<file path="src/rtl/dmct_pkg.sv">
// Purpose: Shared constants for the dual mode compare timer.
// Assumes: An 8-bit peripheral bus with a small register index.
// Notes:   Offsets, bit positions, reset values and tick divisors live here.
`default_nettype none

package dmct_pkg;

  // Register index width and register indexes on the byte bus.
  localparam int          ADDR_W       = 3;
  localparam logic [2:0]  ADDR_CNT_HI  = 3'h0;
  localparam logic [2:0]  ADDR_CNT_LO  = 3'h1;
  localparam logic [2:0]  ADDR_CMP_HI  = 3'h2;
  localparam logic [2:0]  ADDR_CMP_LO  = 3'h3;
  localparam logic [2:0]  ADDR_CTRL    = 3'h4;
  localparam logic [2:0]  ADDR_CSR     = 3'h5;
  localparam logic [2:0]  ADDR_CKSTP   = 3'h6;

  // Values after reset, and the fixed read value of timer_control.
  localparam logic [15:0] CNT_RST      = 16'h0000;
  localparam logic [15:0] CMP_RST      = 16'hFFFF;
  localparam logic [7:0]  CTRL_RST     = 8'h00;
  localparam logic [7:0]  CSR_RST      = 8'h00;
  localparam logic [7:0]  CKSTP_RST    = 8'hFF;
  localparam logic [7:0]  CTRL_READ    = 8'h00;

  // Field positions of timer_control.
  localparam int          CTRL_OUT_HI  = 7;
  localparam int          CTRL_SEL_HI  = 4;
  localparam int          CTRL_OUT_LO  = 3;
  localparam int          CTRL_SEL_LO  = 0;
  localparam int          SEL_W        = 3;

  // Field positions of timer_ctrl_status.
  localparam int          CSR_WRAP_HI  = 7;
  localparam int          CSR_MATCH_HI = 6;
  localparam int          CSR_WIE_HI   = 5;
  localparam int          CSR_CLR_HI   = 4;
  localparam int          CSR_WRAP_LO  = 3;
  localparam int          CSR_MATCH_LO = 2;
  localparam int          CSR_WIE_LO   = 1;
  localparam int          CSR_CLR_LO   = 0;

  // Timer standby control bit in peripheral_clock_stop_one.
  localparam int          CKSTP_TIMER  = 2;

  // Prescaler masks: a tick fires when the masked count is all ones.
  localparam int          PRE_W        = 5;
  localparam logic [4:0]  PRE_MASK_32  = 5'h1F;
  localparam logic [4:0]  PRE_MASK_16  = 5'h0F;
  localparam logic [4:0]  PRE_MASK_4   = 5'h03;
  localparam logic [1:0]  SUB_DIV_LAST = 2'h3;

  // Tick source codes of one clock-select field.
  typedef enum logic [2:0] {
    TICK_ALT  = 3'b000,
    TICK_NA   = 3'b011,
    TICK_D32  = 3'b100,
    TICK_D16  = 3'b101,
    TICK_D4   = 3'b110,
    TICK_SUB4 = 3'b111
  } dmct_tick_e;

endpackage

`default_nettype wire

</file>
<file path="src/rtl/dmct_sync.sv">
// Purpose: Two flip-flop synchroniser for pins from outside the clock domain.
// Assumes: Each bit is an independent level; no bus coherency is needed.
// Notes:   Only the second stage is visible outside this module.
`default_nettype none

module dmct_sync #(
  parameter int W = 1
) (
  input  wire logic         clk,     // Sampling clock.
  input  wire logic         rst,     // Asynchronous reset, active high.
  input  wire logic [W-1:0] async_i, // Levels from another domain.
  output logic      [W-1:0] sync_o   // Synchronised levels.
);

  logic [W-1:0] meta_q; // First stage, read only by the second stage.

  // Refuse a zero width at elaboration.
  if (W < 1) begin : g_chk
    $error("dmct_sync needs W of at least one.");
  end

  // The two stages give a metastable first sample a full cycle to settle.
  always_ff @(posedge clk or posedge rst) begin
    if (rst) begin
      meta_q <= '0;
      sync_o <= '0;
    end else begin
      meta_q <= async_i;
      sync_o <= meta_q;
    end
  end

endmodule

`default_nettype wire

</file>
<file path="src/rtl/dmct_half.sv">
// Purpose: One counter half with load, clear, equality and wrap detection.
// Assumes: Tick, clear and load are one-cycle pulses on the same clock.
// Notes:   Match timing is decided by the parent; this half only reports equality.
`default_nettype none

module dmct_half
  import dmct_pkg::*;
#(
  parameter int W = 8
) (
  input  wire logic         clk,    // System clock.
  input  wire logic         rst,    // Asynchronous reset, active high.
  input  wire logic         tick,   // Count enable pulse.
  input  wire logic         clr,    // Clear to zero, pulse.
  input  wire logic         ld,     // Software load, pulse.
  input  wire logic [W-1:0] ld_val, // Value for a software load.
  input  wire logic [W-1:0] cmp,    // Compare byte.
  output logic      [W-1:0] cnt,    // Current count, from a flip-flop.
  output logic              eq,     // Count equals compare.
  output logic              wrap    // Wrap from all ones to zero on this tick.
);

  // A half narrower than two bits cannot hold a meaningful compare.
  if (W < 2) begin : g_chk
    $error("dmct_half needs W of at least two.");
  end

  // Equality is combinational so the parent can judge the last equal state.
  assign eq   = (cnt == cmp);
  // A write or a clear in the same cycle suppresses the wrap event.
  assign wrap = tick & (&cnt) & ~clr & ~ld;

  // Software load wins over clear, clear wins over counting.
  always_ff @(posedge clk or posedge rst) begin
    if (rst) begin
      cnt <= CNT_RST[W-1:0];
    end else if (ld) begin
      cnt <= ld_val;
    end else if (clr) begin
      cnt <= '0;
    end else if (tick) begin
      cnt <= cnt + 1'b1;
    end
  end

endmodule

`default_nettype wire

</file>
<file path="src/rtl/dmct_top.sv">
// Purpose: Dual mode compare timer: one 16-bit or two 8-bit up-counters.
// Assumes: A CPU on an 8-bit bus with one-cycle read and write strobes.
// Notes:   16-bit counter bytes and compare writes pass through one holding latch.
//
// Notes on behaviour
// - Low wrap sets lower wrap flag.
// - Low equality sets lower match flag.
// - Lower wrap interrupt enable at bit one.
// - Lower clear-on-match clears low counter.
// - Clock stop bit two low stops timer.
// - In 8-bit mode bytes go direct.
// - Upper write latched, lower write loads both.
// - Upper counter read latches lower byte.
// - Compare reads return bytes directly.
// - Upper select MSB chooses 16 or 8-bit.
// - Reset values for counter, compare, controls.
// - 16-bit match: flag, interrupt, toggle, clear.
// - 16-bit wrap sets upper flag, maybe interrupt.
// - 8-bit half match: flag, toggle, interrupt, clear.
// - 8-bit half wrap: flag, gated interrupt.
// - Four internal tick sources per select.
// - Event pin edge chosen by edge select.
// - Toggle pin holds level, inverts on match.
// - Match fires on leaving the equal value.
// - Select codes: cascade, unavailable, dividers, event.
// - Level bit write drives pin at once.
// - Flag bits accept only clearing zeros.
`default_nettype none

module dmct_top
  import dmct_pkg::*;
(
  input  wire logic              mclk,              // System clock, 125 MHz.
  input  wire logic              sys_rst,           // Asynchronous reset, active high.
  input  wire logic [ADDR_W-1:0] bus_addr,          // Register index.
  input  wire logic              bus_wr,            // Write strobe, one cycle.
  input  wire logic              bus_rd,            // Read strobe, one cycle.
  input  wire logic [7:0]        bus_wdata,         // Write data byte.
  output logic      [7:0]        bus_rdata,         // Read data, valid the cycle after bus_rd.
  input  wire logic              sub_clk_pin,       // Sub-clock from outside the domain.
  input  wire logic              event_input_pin,   // External event pin.
  input  wire logic              event_edge_select, // One counts rising edges, zero falling.
  input  wire logic              upper_irq_enable,  // Upper interrupt enable from outside.
  input  wire logic              lower_irq_enable,  // Lower interrupt enable from outside.
  output logic                   upper_toggle_pin,  // Upper toggle output.
  output logic                   lower_toggle_pin,  // Lower toggle output.
  output logic                   upper_irq_req,     // Upper interrupt request pulse.
  output logic                   lower_irq_req      // Lower interrupt request pulse.
);

  logic [7:0]       ctrl_q;     // timer_control.
  logic [7:0]       csr_q;      // timer_ctrl_status.
  logic [7:0]       ckstp_q;    // peripheral_clock_stop_one.
  logic [15:0]      cmp_q;      // timer_compare_value.
  logic [7:0]       temp_q;     // Holding latch for 16-bit byte pairs.
  logic [3:0]       arm_q;      // Flags seen as one by a status read.
  logic [PRE_W-1:0] pre_q;      // Free prescaler on the system clock.
  logic [1:0]       sub_div_q;  // Sub-clock edge divider.
  logic             sub_d_q;    // Delayed synchronised sub-clock.
  logic             ev_d_q;     // Delayed synchronised event pin.
  logic [1:0]       pins_s;     // Synchronised sub-clock and event pin.
  logic [7:0]       cnt_hi;     // Upper counter half.
  logic [7:0]       cnt_lo;     // Lower counter half.
  logic             eq_hi;      // Upper half equals its compare byte.
  logic             eq_lo;      // Lower half equals its compare byte.
  logic             wrap_hi;    // Upper half wraps on this cycle.
  logic             wrap_lo;    // Lower half wraps on this cycle.

  // Bus decode, one strobe per register.
  logic wr_cnt_hi, wr_cnt_lo, wr_cmp_hi, wr_cmp_lo, wr_ctrl, wr_csr, wr_ckstp;
  logic rd_cnt_hi, rd_csr;
  assign wr_cnt_hi = bus_wr & (bus_addr == ADDR_CNT_HI);
  assign wr_cnt_lo = bus_wr & (bus_addr == ADDR_CNT_LO);
  assign wr_cmp_hi = bus_wr & (bus_addr == ADDR_CMP_HI);
  assign wr_cmp_lo = bus_wr & (bus_addr == ADDR_CMP_LO);
  assign wr_ctrl   = bus_wr & (bus_addr == ADDR_CTRL);
  assign wr_csr    = bus_wr & (bus_addr == ADDR_CSR);
  assign wr_ckstp  = bus_wr & (bus_addr == ADDR_CKSTP);
  assign rd_cnt_hi = bus_rd & (bus_addr == ADDR_CNT_HI);
  assign rd_csr    = bus_rd & (bus_addr == ADDR_CSR);

  // Mode and run state.
  logic       mode8;   // One when the halves run as two 8-bit counters.
  logic       run;     // Zero while the timer is in module standby.
  logic [2:0] sel_hi;  // Upper tick select code.
  logic [2:0] sel_lo;  // Lower tick select code.
  assign mode8  = ctrl_q[CTRL_SEL_HI+SEL_W-1];
  assign run    = ckstp_q[CKSTP_TIMER];
  assign sel_hi = ctrl_q[CTRL_SEL_HI +: SEL_W];
  assign sel_lo = ctrl_q[CTRL_SEL_LO +: SEL_W];

  // The sub-clock and the event pin come from outside and are synchronised first.
  dmct_sync #(.W(2)) u_sync (
    .clk     (mclk),
    .rst     (sys_rst),
    .async_i ({sub_clk_pin, event_input_pin}),
    .sync_o  (pins_s)
  );

  // Delayed copies for edge detection on the synchronised levels.
  always_ff @(posedge mclk or posedge sys_rst) begin
    if (sys_rst) begin
      sub_d_q <= 1'b0;
      ev_d_q  <= 1'b0;
    end else begin
      sub_d_q <= pins_s[1];
      ev_d_q  <= pins_s[0];
    end
  end

  // Free prescaler; it runs through standby so that ticks stay evenly spaced.
  always_ff @(posedge mclk or posedge sys_rst) begin
    if (sys_rst) begin
      pre_q <= '0;
    end else begin
      pre_q <= pre_q + 1'b1;
    end
  end

  // Sub-clock rising edges divided by four; the sub-clock must be slower than mclk.
  logic sub_rise;
  assign sub_rise = pins_s[1] & ~sub_d_q;
  always_ff @(posedge mclk or posedge sys_rst) begin
    if (sys_rst) begin
      sub_div_q <= '0;
    end else if (sub_rise) begin
      sub_div_q <= sub_div_q + 1'b1;
    end
  end

  // Tick enables from the dividers, each one mclk cycle long.
  logic en32, en16, en4, ensub, ev_edge;
  assign en32    = (pre_q & PRE_MASK_32) == PRE_MASK_32;
  assign en16    = (pre_q & PRE_MASK_16) == PRE_MASK_16;
  assign en4     = (pre_q & PRE_MASK_4) == PRE_MASK_4;
  assign ensub   = sub_rise & (sub_div_q == SUB_DIV_LAST);
  // Two-flop sampling means events shorter than one clock can be missed.
  assign ev_edge = event_edge_select ? (pins_s[0] & ~ev_d_q)
                                     : (~pins_s[0] & ev_d_q);

  // Chooses a tick from a select code; alt is used for codes 000 to 010, below TICK_NA.
  function automatic logic pick_tick(input logic [2:0] code, input logic alt);
    logic t;
    t = 1'b0;
    unique case (code)
      TICK_D32:  t = en32;
      TICK_D16:  t = en16;
      TICK_D4:   t = en4;
      TICK_SUB4: t = ensub;
      TICK_NA:   t = 1'b0;
      default:   t = alt;
    endcase
    return t;
  endfunction

  // Lower half: divider or event pin. Upper half: divider or the lower wrap.
  logic tick_lo, tick_hi;
  assign tick_lo = run & pick_tick(sel_lo, ev_edge);
  assign tick_hi = mode8 ? (run & pick_tick(sel_hi, 1'b0))
                         : wrap_lo;

  // Loads: in 16-bit mode the upper byte comes from the latch at the lower write.
  logic       ld_hi, cmpw_hi;
  logic [7:0] ld_hi_val;
  assign ld_hi     = mode8 ? wr_cnt_hi : wr_cnt_lo;
  assign ld_hi_val = mode8 ? bus_wdata : temp_q;
  assign cmpw_hi   = mode8 ? wr_cmp_hi : wr_cmp_lo;

  // A match fires on the tick that leaves the equal value; a compare write voids it.
  logic match_lo, match_hi8, match16, match_hi;
  assign match_lo  = tick_lo & eq_lo & ~wr_cmp_lo;
  assign match16   = match_lo & eq_hi & ~cmpw_hi;
  assign match_hi8 = tick_hi & eq_hi & ~cmpw_hi;
  assign match_hi  = mode8 ? match_hi8 : match16;

  // Clear on match: in 16-bit mode the upper clear bit clears both halves.
  logic clr_lo, clr_hi;
  assign clr_lo = mode8 ? (match_lo & csr_q[CSR_CLR_LO])
                        : (match16 & csr_q[CSR_CLR_HI]);
  assign clr_hi = match_hi & csr_q[CSR_CLR_HI];

  dmct_half #(.W(8)) u_lo (
    .clk    (mclk),
    .rst    (sys_rst),
    .tick   (tick_lo),
    .clr    (clr_lo),
    .ld     (wr_cnt_lo),
    .ld_val (bus_wdata),
    .cmp    (cmp_q[7:0]),
    .cnt    (cnt_lo),
    .eq     (eq_lo),
    .wrap   (wrap_lo)
  );

  dmct_half #(.W(8)) u_hi (
    .clk    (mclk),
    .rst    (sys_rst),
    .tick   (tick_hi),
    .clr    (clr_hi),
    .ld     (ld_hi),
    .ld_val (ld_hi_val),
    .cmp    (cmp_q[15:8]),
    .cnt    (cnt_hi),
    .eq     (eq_hi),
    .wrap   (wrap_hi)
  );

  // Compare register, written per byte or as a latched pair.
  always_ff @(posedge mclk or posedge sys_rst) begin
    if (sys_rst) begin
      cmp_q <= CMP_RST;
    end else begin
      if (cmpw_hi) begin
        cmp_q[15:8] <= ld_hi_val;
      end
      if (wr_cmp_lo) begin
        cmp_q[7:0] <= bus_wdata;
      end
    end
  end

  // Holding latch: upper writes park data, upper counter reads park the lower byte.
  always_ff @(posedge mclk or posedge sys_rst) begin
    if (sys_rst) begin
      temp_q <= 8'h00;
    end else if (wr_cnt_hi | wr_cmp_hi) begin
      temp_q <= bus_wdata;
    end else if (rd_cnt_hi) begin
      temp_q <= cnt_lo;
    end
  end

  // Control and standby registers are plain storage.
  always_ff @(posedge mclk or posedge sys_rst) begin
    if (sys_rst) begin
      ctrl_q  <= CTRL_RST;
      ckstp_q <= CKSTP_RST;
    end else begin
      if (wr_ctrl) begin
        ctrl_q <= bus_wdata;
      end
      if (wr_ckstp) begin
        ckstp_q <= bus_wdata;
      end
    end
  end

  // Flag events, index order matches the arm bits: wrap hi, match hi, wrap lo, match lo.
  logic [3:0] fset, fclr, fcur, wzero;
  assign fset  = {wrap_hi, match_hi, wrap_lo, match_lo};
  assign fcur  = {csr_q[CSR_WRAP_HI], csr_q[CSR_MATCH_HI], csr_q[CSR_WRAP_LO], csr_q[CSR_MATCH_LO]};
  assign wzero = ~{bus_wdata[CSR_WRAP_HI], bus_wdata[CSR_MATCH_HI],
                   bus_wdata[CSR_WRAP_LO], bus_wdata[CSR_MATCH_LO]};
  // Only a zero written after a read that showed one clears; ones are ignored.
  assign fclr  = {4{wr_csr}} & wzero & arm_q;

  // Arming: a status read remembers which flags were seen set.
  always_ff @(posedge mclk or posedge sys_rst) begin
    if (sys_rst) begin
      arm_q <= 4'h0;
    end else if (rd_csr) begin
      arm_q <= fcur;
    end else if (wr_csr) begin
      arm_q <= 4'h0;
    end
  end

  // Status register: set wins over clear, so no event is lost to a racing clear.
  always_ff @(posedge mclk or posedge sys_rst) begin
    if (sys_rst) begin
      csr_q <= CSR_RST;
    end else begin
      csr_q[CSR_WRAP_HI]  <= fset[3] | (fcur[3] & ~fclr[3]);
      csr_q[CSR_MATCH_HI] <= fset[2] | (fcur[2] & ~fclr[2]);
      csr_q[CSR_WRAP_LO]  <= fset[1] | (fcur[1] & ~fclr[1]);
      csr_q[CSR_MATCH_LO] <= fset[0] | (fcur[0] & ~fclr[0]);
      if (wr_csr) begin
        csr_q[CSR_WIE_HI] <= bus_wdata[CSR_WIE_HI];
        csr_q[CSR_CLR_HI] <= bus_wdata[CSR_CLR_HI];
        csr_q[CSR_WIE_LO] <= bus_wdata[CSR_WIE_LO];
        csr_q[CSR_CLR_LO] <= bus_wdata[CSR_CLR_LO];
      end
    end
  end

  // Toggle pins: a control write drives the level at once and beats a same-cycle match.
  always_ff @(posedge mclk or posedge sys_rst) begin
    if (sys_rst) begin
      upper_toggle_pin <= 1'b0;
      lower_toggle_pin <= 1'b0;
    end else if (wr_ctrl) begin
      upper_toggle_pin <= bus_wdata[CTRL_OUT_HI];
      lower_toggle_pin <= bus_wdata[CTRL_OUT_LO];
    end else begin
      if (match_hi) begin
        upper_toggle_pin <= ~upper_toggle_pin;
      end
      // The lower pin is left alone in 16-bit mode, where it serves no purpose.
      if (match_lo & mode8) begin
        lower_toggle_pin <= ~lower_toggle_pin;
      end
    end
  end

  // Interrupt requests: one-cycle pulses gated by the outside enables.
  always_ff @(posedge mclk or posedge sys_rst) begin
    if (sys_rst) begin
      upper_irq_req <= 1'b0;
      lower_irq_req <= 1'b0;
    end else begin
      upper_irq_req <= upper_irq_enable &
                       (match_hi | (wrap_hi & csr_q[CSR_WIE_HI]));
      lower_irq_req <= lower_irq_enable &
                       ((match_lo & mode8) | (wrap_lo & csr_q[CSR_WIE_LO]));
    end
  end

  // Read data is registered; reads have no side effect except the latch copy and the status read arming.
  always_ff @(posedge mclk or posedge sys_rst) begin
    if (sys_rst) begin
      bus_rdata <= 8'h00;
    end else if (bus_rd) begin
      unique case (bus_addr)
        ADDR_CNT_HI: bus_rdata <= cnt_hi;
        ADDR_CNT_LO: bus_rdata <= mode8 ? cnt_lo : temp_q;
        ADDR_CMP_HI: bus_rdata <= cmp_q[15:8];
        ADDR_CMP_LO: bus_rdata <= cmp_q[7:0];
        ADDR_CTRL:   bus_rdata <= CTRL_READ;
        ADDR_CSR:    bus_rdata <= csr_q;
        ADDR_CKSTP:  bus_rdata <= ckstp_q;
        default:     bus_rdata <= 8'h00;
      endcase
    end
  end

endmodule

`default_nettype wire

</file>
<file path="config.mk">
export PLATFORM = sky130hd
export DESIGN_NAME = dmct_top
export DESIGN_NICKNAME = d
export VERILOG_FILES = /design/src/rtl/dmct_pkg.sv /design/src/rtl/dmct_sync.sv /design/src/rtl/dmct_half.sv /design/src/rtl/dmct_top.sv
export SDC_FILE = /design/constraint.sdc
export NUM_CORES = 1
export LEC_CHECK = 0
export BUFFER_PORTS_ARGS = -buffer_cell sky130_fd_sc_hd__buf_2
export CAP_MARGIN = 20
export CORE_ASPECT_RATIO = 0.8
export CORE_MARGIN = 3
export CORE_UTILIZATION = 30
export DETAILED_ROUTE_END_ITERATION = 10
export MAX_ROUTING_LAYER = met4
export SLEW_MARGIN = 20
export SYNTH_ARGS = -nofsm -noshare
export SYNTH_HDL_FRONTEND = slang
export SYNTH_SLANG_ARGS = --single-unit
</file>
<file path="constraint.sdc">
create_clock -name mclk -period 2.75 [get_ports mclk]
set_input_delay 0.1375 -clock mclk [delete_from_list [all_inputs] [get_ports mclk]]
set_output_delay 0.1375 -clock mclk [all_outputs]
set_load 0.02 [all_outputs]
</file>
[Yosys cells after proc, flatten, opt, wreduce, memory -nomap -nowiden]
Cells that the tools add are included.
Storage, ports and cells
  flip-flop bits (word level): 92
  input bits: 20
Operators by class
  $add $sub $neg: 4
  equality and inequality tests: 21
  mux-type cells: 25
  bitwise gates (word level): 64
  reduce and logical (&&, ||, !) cells: 9
Operator list (number)
  $mux W8: 10
  $pmux W8 S6: 1
  $and A1 B1 Y1: 39
  $eq A3 B3 Y1 const B: 11
  $add A8 B1 Y8 const B: 2
  $eq A8 B8 Y1: 2
  $reduce_and A8 Y1: 2
  $not A1 Y1: 15
  $mux W1: 10
  $eq A3 B2 Y1 const B: 3
  $and A4 B4 Y4: 2
  $mux W4: 2
  $reduce_bool A2 Y1: 4
  $or A1 B1 Y1: 7
  $reduce_bool A3 Y1: 2
  $add A5 B1 Y5 const B: 1
  $eq A5 B5 Y1 const B: 1
  $pmux W1 S5: 1
  $eq A2 B2 Y1 const B: 2
  $eq A4 B4 Y1 const B: 1
  $not A4 Y4: 1
  $pmux W1 S4: 1
  $eq A3 B1 Y1 const B: 1
  $logic_not A3 Y1: 1
  $add A2 B1 Y2 const B: 1

[Longest topological paths before layout]
Gate-level depths: netlist (run 1).
  depth after elaboration: 25
  gate-level depth with buffers: 12

[Hierarchy]
A second synthesis (run 1) with hierarchy kept.
Unflattened totals
  cells, all modules: 464
  area, all modules: 4833.4 um^2
Modules (own cells, without submodules)
  dmct_top: instances 1, cells each 331, area each 3626.0 um^2
  dmct_half: instances 2, cells each 64, area each 551.8 um^2
  dmct_sync: instances 1, cells each 5, area each 103.8 um^2

[Least setup slack after synthesis (run 1)]
No wires, ideal clock.
  path kind: register to register
  from: reg pre_q[0]
  to: reg u_hi.cnt[0]
  library setup time: 121 ps
  arrival time: 2395 ps
  data required time: 2629 ps
  slack: 234 ps
  cell stages (with the launch flop): 13
  path buffers: 1
  clock period less this slack: 2516 ps
  path through: dfrtp_1 ha_1 nand3_1 inv_1 ha_1 o311ai_1 a31oi_1 a22oi_2 o31ai_4 a31oi_4 buf_6 nand2_1 o22a_1
On the way
  cells in the longest elaborated chain, start to end: 19
Ends and longest elaborated chain
  from (decl): RTL line dmct_top.sv:57  | logic [PRE_W-1:0] pre_q;
  from (signal assigned): RTL line dmct_top.sv:116  | pre_q <= pre_q + 1'b1;
  $eq A5 B5 Y1, or another cell as far along: RTL line dmct_top.sv:133  | assign en32 = (pre_q & PRE_MASK_32) == PRE_MASK_32;
  $pmux W1 S5: RTL line dmct_top.sv:145  | unique case (code)
  $and A1 B1 Y1: RTL line dmct_top.sv:158  | assign tick_lo = run & pick_tick(sel_lo, ev_edge);
  $and A1 B1 Y1 (2 in a row): RTL line dmct_top.sv:171  | assign match_lo = tick_lo & eq_lo & ~wr_cmp_lo;
  $and A1 B1 Y1 (2 in a row): RTL line dmct_top.sv:172  | assign match16 = match_lo & eq_hi & ~cmpw_hi;
  $and A1 B1 Y1: RTL line dmct_top.sv:179  | : (match16 & csr_q[CSR_CLR_HI]);
  $mux W1: RTL line dmct_top.sv:178  | assign clr_lo = mode8 ? (match_lo & csr_q[CSR_CLR_LO])
  $not A1 Y1: RTL line dmct_half.sv:31  | assign wrap = tick & (&cnt) & ~clr & ~ld;
  $and A1 B1 Y1 (2 in a row): RTL line dmct_half.sv:31
  $mux W1: RTL line dmct_top.sv:159  | assign tick_hi = mode8 ? (run & pick_tick(sel_hi, 1'b0))
  $and A1 B1 Y1 (2 in a row): RTL line dmct_top.sv:173  | assign match_hi8 = tick_hi & eq_hi & ~cmpw_hi;
  $mux W1: RTL line dmct_top.sv:174  | assign match_hi = mode8 ? match_hi8 : match16;
  $and A1 B1 Y1: RTL line dmct_top.sv:180  | assign clr_hi = match_hi & csr_q[CSR_CLR_HI];
  $mux W8: RTL line dmct_half.sv:39  | end else if (clr) begin
  $mux W8: RTL line dmct_half.sv:37  | end else if (ld) begin
  to (signal assigned): RTL line dmct_half.sv:36  | cnt <= CNT_RST[W-1:0];
  to (signal assigned): RTL line dmct_half.sv:38  | cnt <= ld_val;
  to (signal assigned): RTL line dmct_half.sv:42  | cnt <= cnt + 1'b1;
  to (decl): RTL line dmct_half.sv:18  | output logic [W-1:0] cnt,
Several ways; a longest one is shown, not always the timed one.
A chain may end at the register's enable or synchronous reset.

[Worst setup path after layout (run 1)]
  from: reg pre_q[0]
  to: reg u_hi.cnt[7]
Same word-level chain as after synthesis.

==> metrics.cfg, run 1 <==
[run_status]
status = completed

[placed_design]
portBuffers = 31
place_area_mm2 = 0.00544
gp_congestion = 0.904
pre_cts_ws_ns = 0.0796
hpwlAfterDp_mm = 10.4

[critical_path]
critPathCaptureType = flop
regToRegSetupSlack_ns = 0.13
cp_slowest_stage_delay_ns = 0.50
r2r_start = pre_q[0]
critPathMaxFanout = 14
reg2reg_to = u_hi.cnt[7]
cp.required_ns = 2.99
cpMaxStageDelayCell = or4_1
path_cells = ha_2 > nand3_1 > inv_1 > ha_1 > o311ai_1 > a31oi_1 > a22o_2 > o2111ai_2 > and2_4 > or4_1 > o221a_2
cp.arrival_ns = 2.86
path_delay_family = compound AO/OA/AOI/OAI gates
rr_worst_depth = 11
cp_num_buf_inv = 1
worstSetupPathType = reg -> reg
cp-start-kind = flop

[logic_synthesis]
synth_area_leaders = dfrtp_1 33%, dfstp_2 13%, mux2_2 5.8%
synth-seq-cells = 91
synth_common_cells = 67 x dfrtp_1, 54 x nand2_1, 47 x nor2_1
syn-cell-area_mm2 = 0.00504
yosysTopAreaCell = dfrtp_1
synth-seq-area-share_pct = 45.7
syn_nets = 533
synth_area_per_cell_um2 = 9.93
synth_top_area_share_pct = 33.2
synth_ff_type = dfrtp_1
yosysWarnings = 0
yosysMostFrequentCell = dfrtp_1
async_flop_share_pct = 100
synth_cells = 508
yosysUniqueCellTypes = 64
synth_edf_count = 0

[timing]
finalHoldViolCount = 0
setup-violations-final = 0
worst_pin_slew_ns = 0.659
drv_slew = 0
fin_crit_ns = 2.62
skew_ns = 0.00678
max_freq_mhz = 382
slew_headroom_pct = 55.7
worst_slack_ns = 0.129
period_share_pct = 95.3

[floorplan]
die-area_mm2 = 0.0184
die_w_um = 151
initial_core_util_pct = 31.3
coreArea_mm2 = 0.0161
ioPinCount = 32
die_h_um = 122
row_count = 41

[drt]
vias = 4003
drcViolationCount = 0
dr.pass1.iters = 5
ant_nets = 0
viasPerCell = 5.25
drt-initial-drc-count = 426
wire_per_inst_um = 18.4
drt-total-wl_mm = 14.0

[grt]
grtUsageTotal_pct = 16.0
grt_pass1_vias = 3753
grt_pass1_wl_mm = 21.7
grt_overflow = 0
grt_start_max_net_pins = 57
grt_antenna_before_repair = 0

[cells_and_area]
layout-drive-gt1-share_pct = 24.7
final_area_mm2 = 0.00577
area_growth_syn_to_layout_pct = 14.4
diodes = 0
nNetsFinal = 567

[power]
vdd_drop_max_mv = 0.336
power_frac_clock_pct = 25.6
combPwrFrac_pct = 28.6
switchingPower_mw = 1.65
pwr_density_cell_mw_per_mm2 = 799
power_leakage_nw = 2.36
pwr-share-seq_pct = 45.8
p_sw_share_pct = 35.7
power.internal_mw = 2.97

[worst_hold_path]
hold_class = in -> reg
hold_depth = 2
min_from = lower_irq_enable
holdPathEnd = lower_irq_req

[flow_run]
drv_cap = 0

[clocking]
clk_pin_slew_ns = 0.06
clock_path_buffers = 2
clk_latency_ns = 0.35
htreeDepth = 3
cts_made_buffers = 9
cts.sinks = 91
cts_tree = done
cts_root_buffer = clkbuf_16

[stage by stage]
step | std cells | setup TNS, ns | utilization (%) | hold WS (ns) | power (mW)
floorplan | 508 | 0 | - | 0.169 | 3.01
global placement | 741 | 0 | 33.8 | 0.243 | 3.39
detailed placement | 741 | 0 | 33.8 | 0.247 | 3.42
CTS | 760 | 0 | 35.7 | 0.0437 | 4.62
global route | 762 | -0.00124 | 35.8 | 0.0598 | 4.87
finish | 762 | 0 | 35.8 | 0.0484 | 4.61
[per-layer routing]
layer | global-route usage, % | vias up | share of wire, %
li1 | - | 1888 | -
met1 | 23.5 | 1949 | 48
met2 | 22.1 | 146 | 43
met3 | 3.16 | 20 | 7.5
met4 | 4.81 | 0 | 1.7
met5 | - | - | 0
[power groups by stage]
| stage | sequential (mW) | combinational, mW | clock [mW] |
|---|---|---|---|
| 3_5_place_dp | 2.12 | 1.30 | 0 |
| 6_report | 2.11 | 1.32 | 1.18 |
| 2_1_floorplan | 1.99 | 1.02 | 0 |
| 3_3_place_gp | 2.11 | 1.28 | 0 |
| 4_1_cts | 2.10 | 1.31 | 1.21 |
| 5_1_grt | 2.15 | 1.46 | 1.26 |
[flip-flops by register name, indices dropped and copies added, names as in the netlist, 4 cells and up]
| register | flops |
|---|---|
| arm_q | 4 |
| bus_rdata | 8 |
| u_lo.cnt | 8 |
| cmp_q | 16 |
| ckstp_q | 8 |
| ctrl_q | 6 |
| csr_q | 8 |
| u_hi.cnt | 8 |
| temp_q | 8 |
| pre_q | 5 |
[logic make-up after synthesis]
| kind of cell | after synthesis | synth area share [%] |
|---|---|---|
| flops | 91 | 45.7 |
| fa+ha+maj | 5 | 1.24 |
| buf+inv | 48 | 4.76 |
| simple gates | 169 | 17.2 |
| xor+xnor | 24 | 4.17 |
| compound gates | 123 | 16.7 |
| mux | 48 | 10.2 |
[cells in the final DEF (no fill, tap or decap), drive strengths merged, types with 4 or more instances in the layout]
master,synthesis,final
a211oi,8,8
a21oi,28,28
a22oi,6,6
a31oi,13,14
and2,5,5
buf,16,49
clkbuf,14,12
dfrtp,67,67
dfstp,24,24
ha,5,5
inv,18,17
mux2,26,26
mux2i,22,22
nand2,54,54
nand2b,8,8
nand3,16,16
nand3b,6,6
nand4,5,5
nor2,47,47
nor2b,7,7
nor3,4,4
nor4,4,4
o21ai,29,29
o22a,5,5
o22ai,11,11
o31a,4,4
xnor2,4,4
xor2,20,20
[worst max path at each step]
stage / startpoint / cells past startpoint / endpoint / slack (ns)
after global placement: pre_q[0] / 11 / u_hi.cnt[7] / 0.15
final: pre_q[0] / 11 / u_hi.cnt[7] / 0.13
after floorplan: pre_q[0] / 12 / u_hi.cnt[0] / 0.23
after CTS: pre_q[0] / 11 / u_hi.cnt[7] / 0.07
after detailed placement: pre_q[0] / 11 / u_hi.cnt[7] / 0.08
after global routing: pre_q[0] / 11 / u_hi.cnt[7] / -0.001
[timing repair]
action | in CTS | in global routing
resized for setup | 0 | 1
buffers inserted | 0 | 1
setup endpoints to repair | 0 | 7
endpoints found under the hold margin | 28 | 0
hold buffers | 3 | 0
[area by class of cell]
cell class,count,area (µm²)
fillers,1672,10300
flip-flops and latches,91,2310
repair buffers,52,333
inverters,18,68.8
multi-input cells,370,2510
well taps,215,269
clock buffers,12,256
clock inverters,4,25.0
No activity file was read; power rests on OpenSTA's default activity.
==> inputs of run 2 (changes only) <==
--- a/config.mk
+++ b/config.mk
@@ -12,6 +12,7 @@
 export CORE_UTILIZATION = 30
 export DETAILED_ROUTE_END_ITERATION = 10
 export MAX_ROUTING_LAYER = met4
+export PLACE_DENSITY = 0.42
 export SLEW_MARGIN = 20
 export SYNTH_ARGS = -nofsm -noshare
 export SYNTH_HDL_FRONTEND = slang
==> run 2 against run 1 <==
  * Clock power up 8%
  * Clock-buffer cell count up 2
  * First-iteration DRC count down 11%
  * Final cell count up 1.2%
  * Sequential power about the same
  * Combinational power up 7%
  * Via count about the same
  * Hold slack worse by 0.014 ns
  * Critical path depth unchanged
  * Global-route usage up 2.0 points
==> metrics.cfg, run 2 (synthesized netlist as in run 1, its figures left out) <==
[timing]
period_share_pct = 93.2  ; -2.1 points
drv_slew = 0  ; unchanged
setup-violations-final = 0  ; unchanged
slew_headroom_pct = 45.9  ; -9.9 points
max_freq_mhz = 390  ; +2.2%
hold_ws_ns = 0.0344  ; -0.0140 ns
finalHoldViolCount = 0  ; unchanged
worst_pin_slew_ns = 0.806  ; +0.147 ns
tns_ns = 0  ; unchanged
skew_ns = 0.00803  ; +0.00126 ns
rsz0062_at_grt = no
fin_crit_ns = 2.56  ; -0.0571 ns

[grt]
grt_antenna_before_repair = 0  ; unchanged
grt_overflow = 0  ; unchanged
grt_pass1_wl_mm = 23.6  ; +9.1%
grtUsageTotal_pct = 18.0  ; +2.0 points
grt_pass1_vias = 3808  ; +1.5%
grt_start_max_net_pins = 55  ; -3.5%

[cells_and_area]
area_growth_syn_to_layout_pct = 16.5
largest_reg_flops = 16  ; unchanged
mostFrequentLayoutCells = 67 x dfrtp_1, 54 x nand2_1, 47 x nor2_1
nNetsFinal = 576  ; +1.6%
mostFrequentLayoutCell = dfrtp_1
layout-drive-gt1-share_pct = 25.7  ; +1.0 points
diodes = 0  ; unchanged
utilization_pct = 36.5  ; +0.64 points
fillers = 1680  ; +0.48%
top_register = cmp_q

[drt]
dr.pass1.iters = 5  ; unchanged
wire_per_inst_um = 20.1  ; +9.2%
vias = 4000  ; -0.075%
drt-total-wl_mm = 15.5  ; +10%
drt-initial-drc-count = 380  ; -11%
viasPerCell = 5.19  ; -1.2%
wl_met1_mm = 8.03  ; +19%
top_layer = met4
wl_met3_um = 798  ; -24%
routed-wl-met2_mm = 6.37  ; +6.9%
drcViolationCount = 0  ; unchanged
ant_nets = 0  ; unchanged

[floorplan]
die-area_mm2 = 0.0184  ; unchanged
initial_core_util_pct = 31.3  ; unchanged
ioPinCount = 32  ; unchanged
die_h_um = 122  ; unchanged
die_w_um = 151  ; unchanged
row_count = 41  ; unchanged
coreArea_mm2 = 0.0161  ; unchanged

[clocking]
cts.sinks = 91  ; unchanged
clk_latency_ns = 0.35  ; about the same
clock_path_buffers = 2  ; unchanged
cts_root_buffer = clkbuf_16
htreeDepth = 3  ; unchanged
cts_tree = done
cts_made_buffers = 9  ; unchanged
clk_pin_slew_ns = 0.06  ; about the same

[placed_design]
gp_congestion = 0.850  ; -6.0%
portBuffers = 31  ; unchanged
hpwlAfterDp_mm = 11.2  ; +7.4%

[critical_path]
critPathCaptureType = flop
cp.required_ns = 2.99  ; about the same
cp-start-kind = flop
cp.arrival_ns = 2.81  ; -0.05 ns
cpMaxStageDelayCell = or4_1
critPathMaxFanout = 7  ; -7
worstSetupPathType = reg -> reg
path_cells = ha_4 > nand3_1 > inv_2 > ha_1 > o311ai_1 > a31oi_1 > a22o_2 > o2111ai_4 > and2_4 > or4_1 > o221a_2
cp_slowest_stage_delay_ns = 0.49  ; about the same

[power]
power_leakage_nw = 2.41  ; +2.0%
pwr_density_cell_mw_per_mm2 = 812  ; +1.6%
vdd_drop_max_mv = 0.382  ; +14%

[worst_hold_path]
hold_class = in -> reg

[run_status]
status = completed

[flow_run]
drv_cap = 0  ; unchanged

==> run 2: changes by cell type in the layout (fill, tap and decap cells not counted), sizes merged <==
cell	change
clkinvlp	-2
and2	+1
inv	+1
clkbuf	+2
clkinv	-2
bufinv	+1
buf	+8
==> run 2: worst max-delay path, delay by kind of cell (launching register included) <==
| kind | cells | cell delay [ns] |
|---|---|---|
| AO/OA/AOI/OAI | 5 | 0.84 |
| AND/OR/NAND/NOR | 3 | 0.82 |
| flip-flops | 1 | 0.40 |
| adder cells (fa/ha/maj) | 2 | 0.31 |
| buffers and inverters | 1 | 0.08 |
==> run 2: routing by layer <==
layer | up-vias | GRT usage (%)
li1 | 1902 | -
met1 | 1968 | 27.5
met2 | 108 | 23.6
met3 | 22 | 3.76
met4 | 0 | 5.10
met5 | - | -
==> run 2: path summary, 6_finish.rpt <==
check                                  from               end  slack, ns  depth (start not counted)
setup reg to reg                   pre_q[0]       u_hi.cnt[7]       0.19                         11
max in group asynchronous           sys_rst          cmp_q[0]       1.50                          4
hold reg to reg            u_sync.meta_q[1]  u_sync.sync_o[1]       0.35                          0
min in group asynchronous           sys_rst      sub_div_q[0]       0.44                          3
setup / recovery                   pre_q[0]       u_hi.cnt[7]       0.19                         11
hold / removal             lower_irq_enable     lower_irq_req       0.03                          2
==> run 2: what timing repair did <==
item                                   CTS  global route
hold buffers                             3             0
setup endpoints to repair                0            10
endpoints found under the hold margin   45             0
resized for setup                        0             5
setup buffers                            0             6
==> run 2: power breakdown <==
part / internal (mW) / switching, mW / total [mW]
clock: 0.754 / 0.525 / 1.28
sequential: 1.73 / 0.353 / 2.08
combinational: 0.602 / 0.805 / 1.41
total: 3.09 / 1.68 / 4.77
==> run 2: area by class of cell <==
| cell class | instances | area [µm²] | share of cell area, % |
|---|---|---|---|
| clock inverter | 2 | 35.0 | 0.596 |
| clock buffer | 14 | 264 | 4.49 |
| tap | 215 | 269 | 4.58 |
| inverter | 18 | 70.1 | 1.19 |
| timing repair buffer | 60 | 380 | 6.47 |
| sequential | 91 | 2310 | 39.3 |
| multi-input combinational | 371 | 2550 | 43.4 |
==> run 2: per-stage QoR <==
step / total power, mW / setup slack, ns / instance area, µm² / instances
floorplan: 3.01 / 0.234 / 5040 / 508
CTS: 4.79 / 0.0351 / 5780 / 763
global placement: 3.48 / 0.140 / 5450 / 744
detailed placement: 3.49 / 0.0605 / 5450 / 744
global route: 5.07 / 0.00391 / 5870 / 771
finish: 4.77 / 0.186 / 5870 / 771
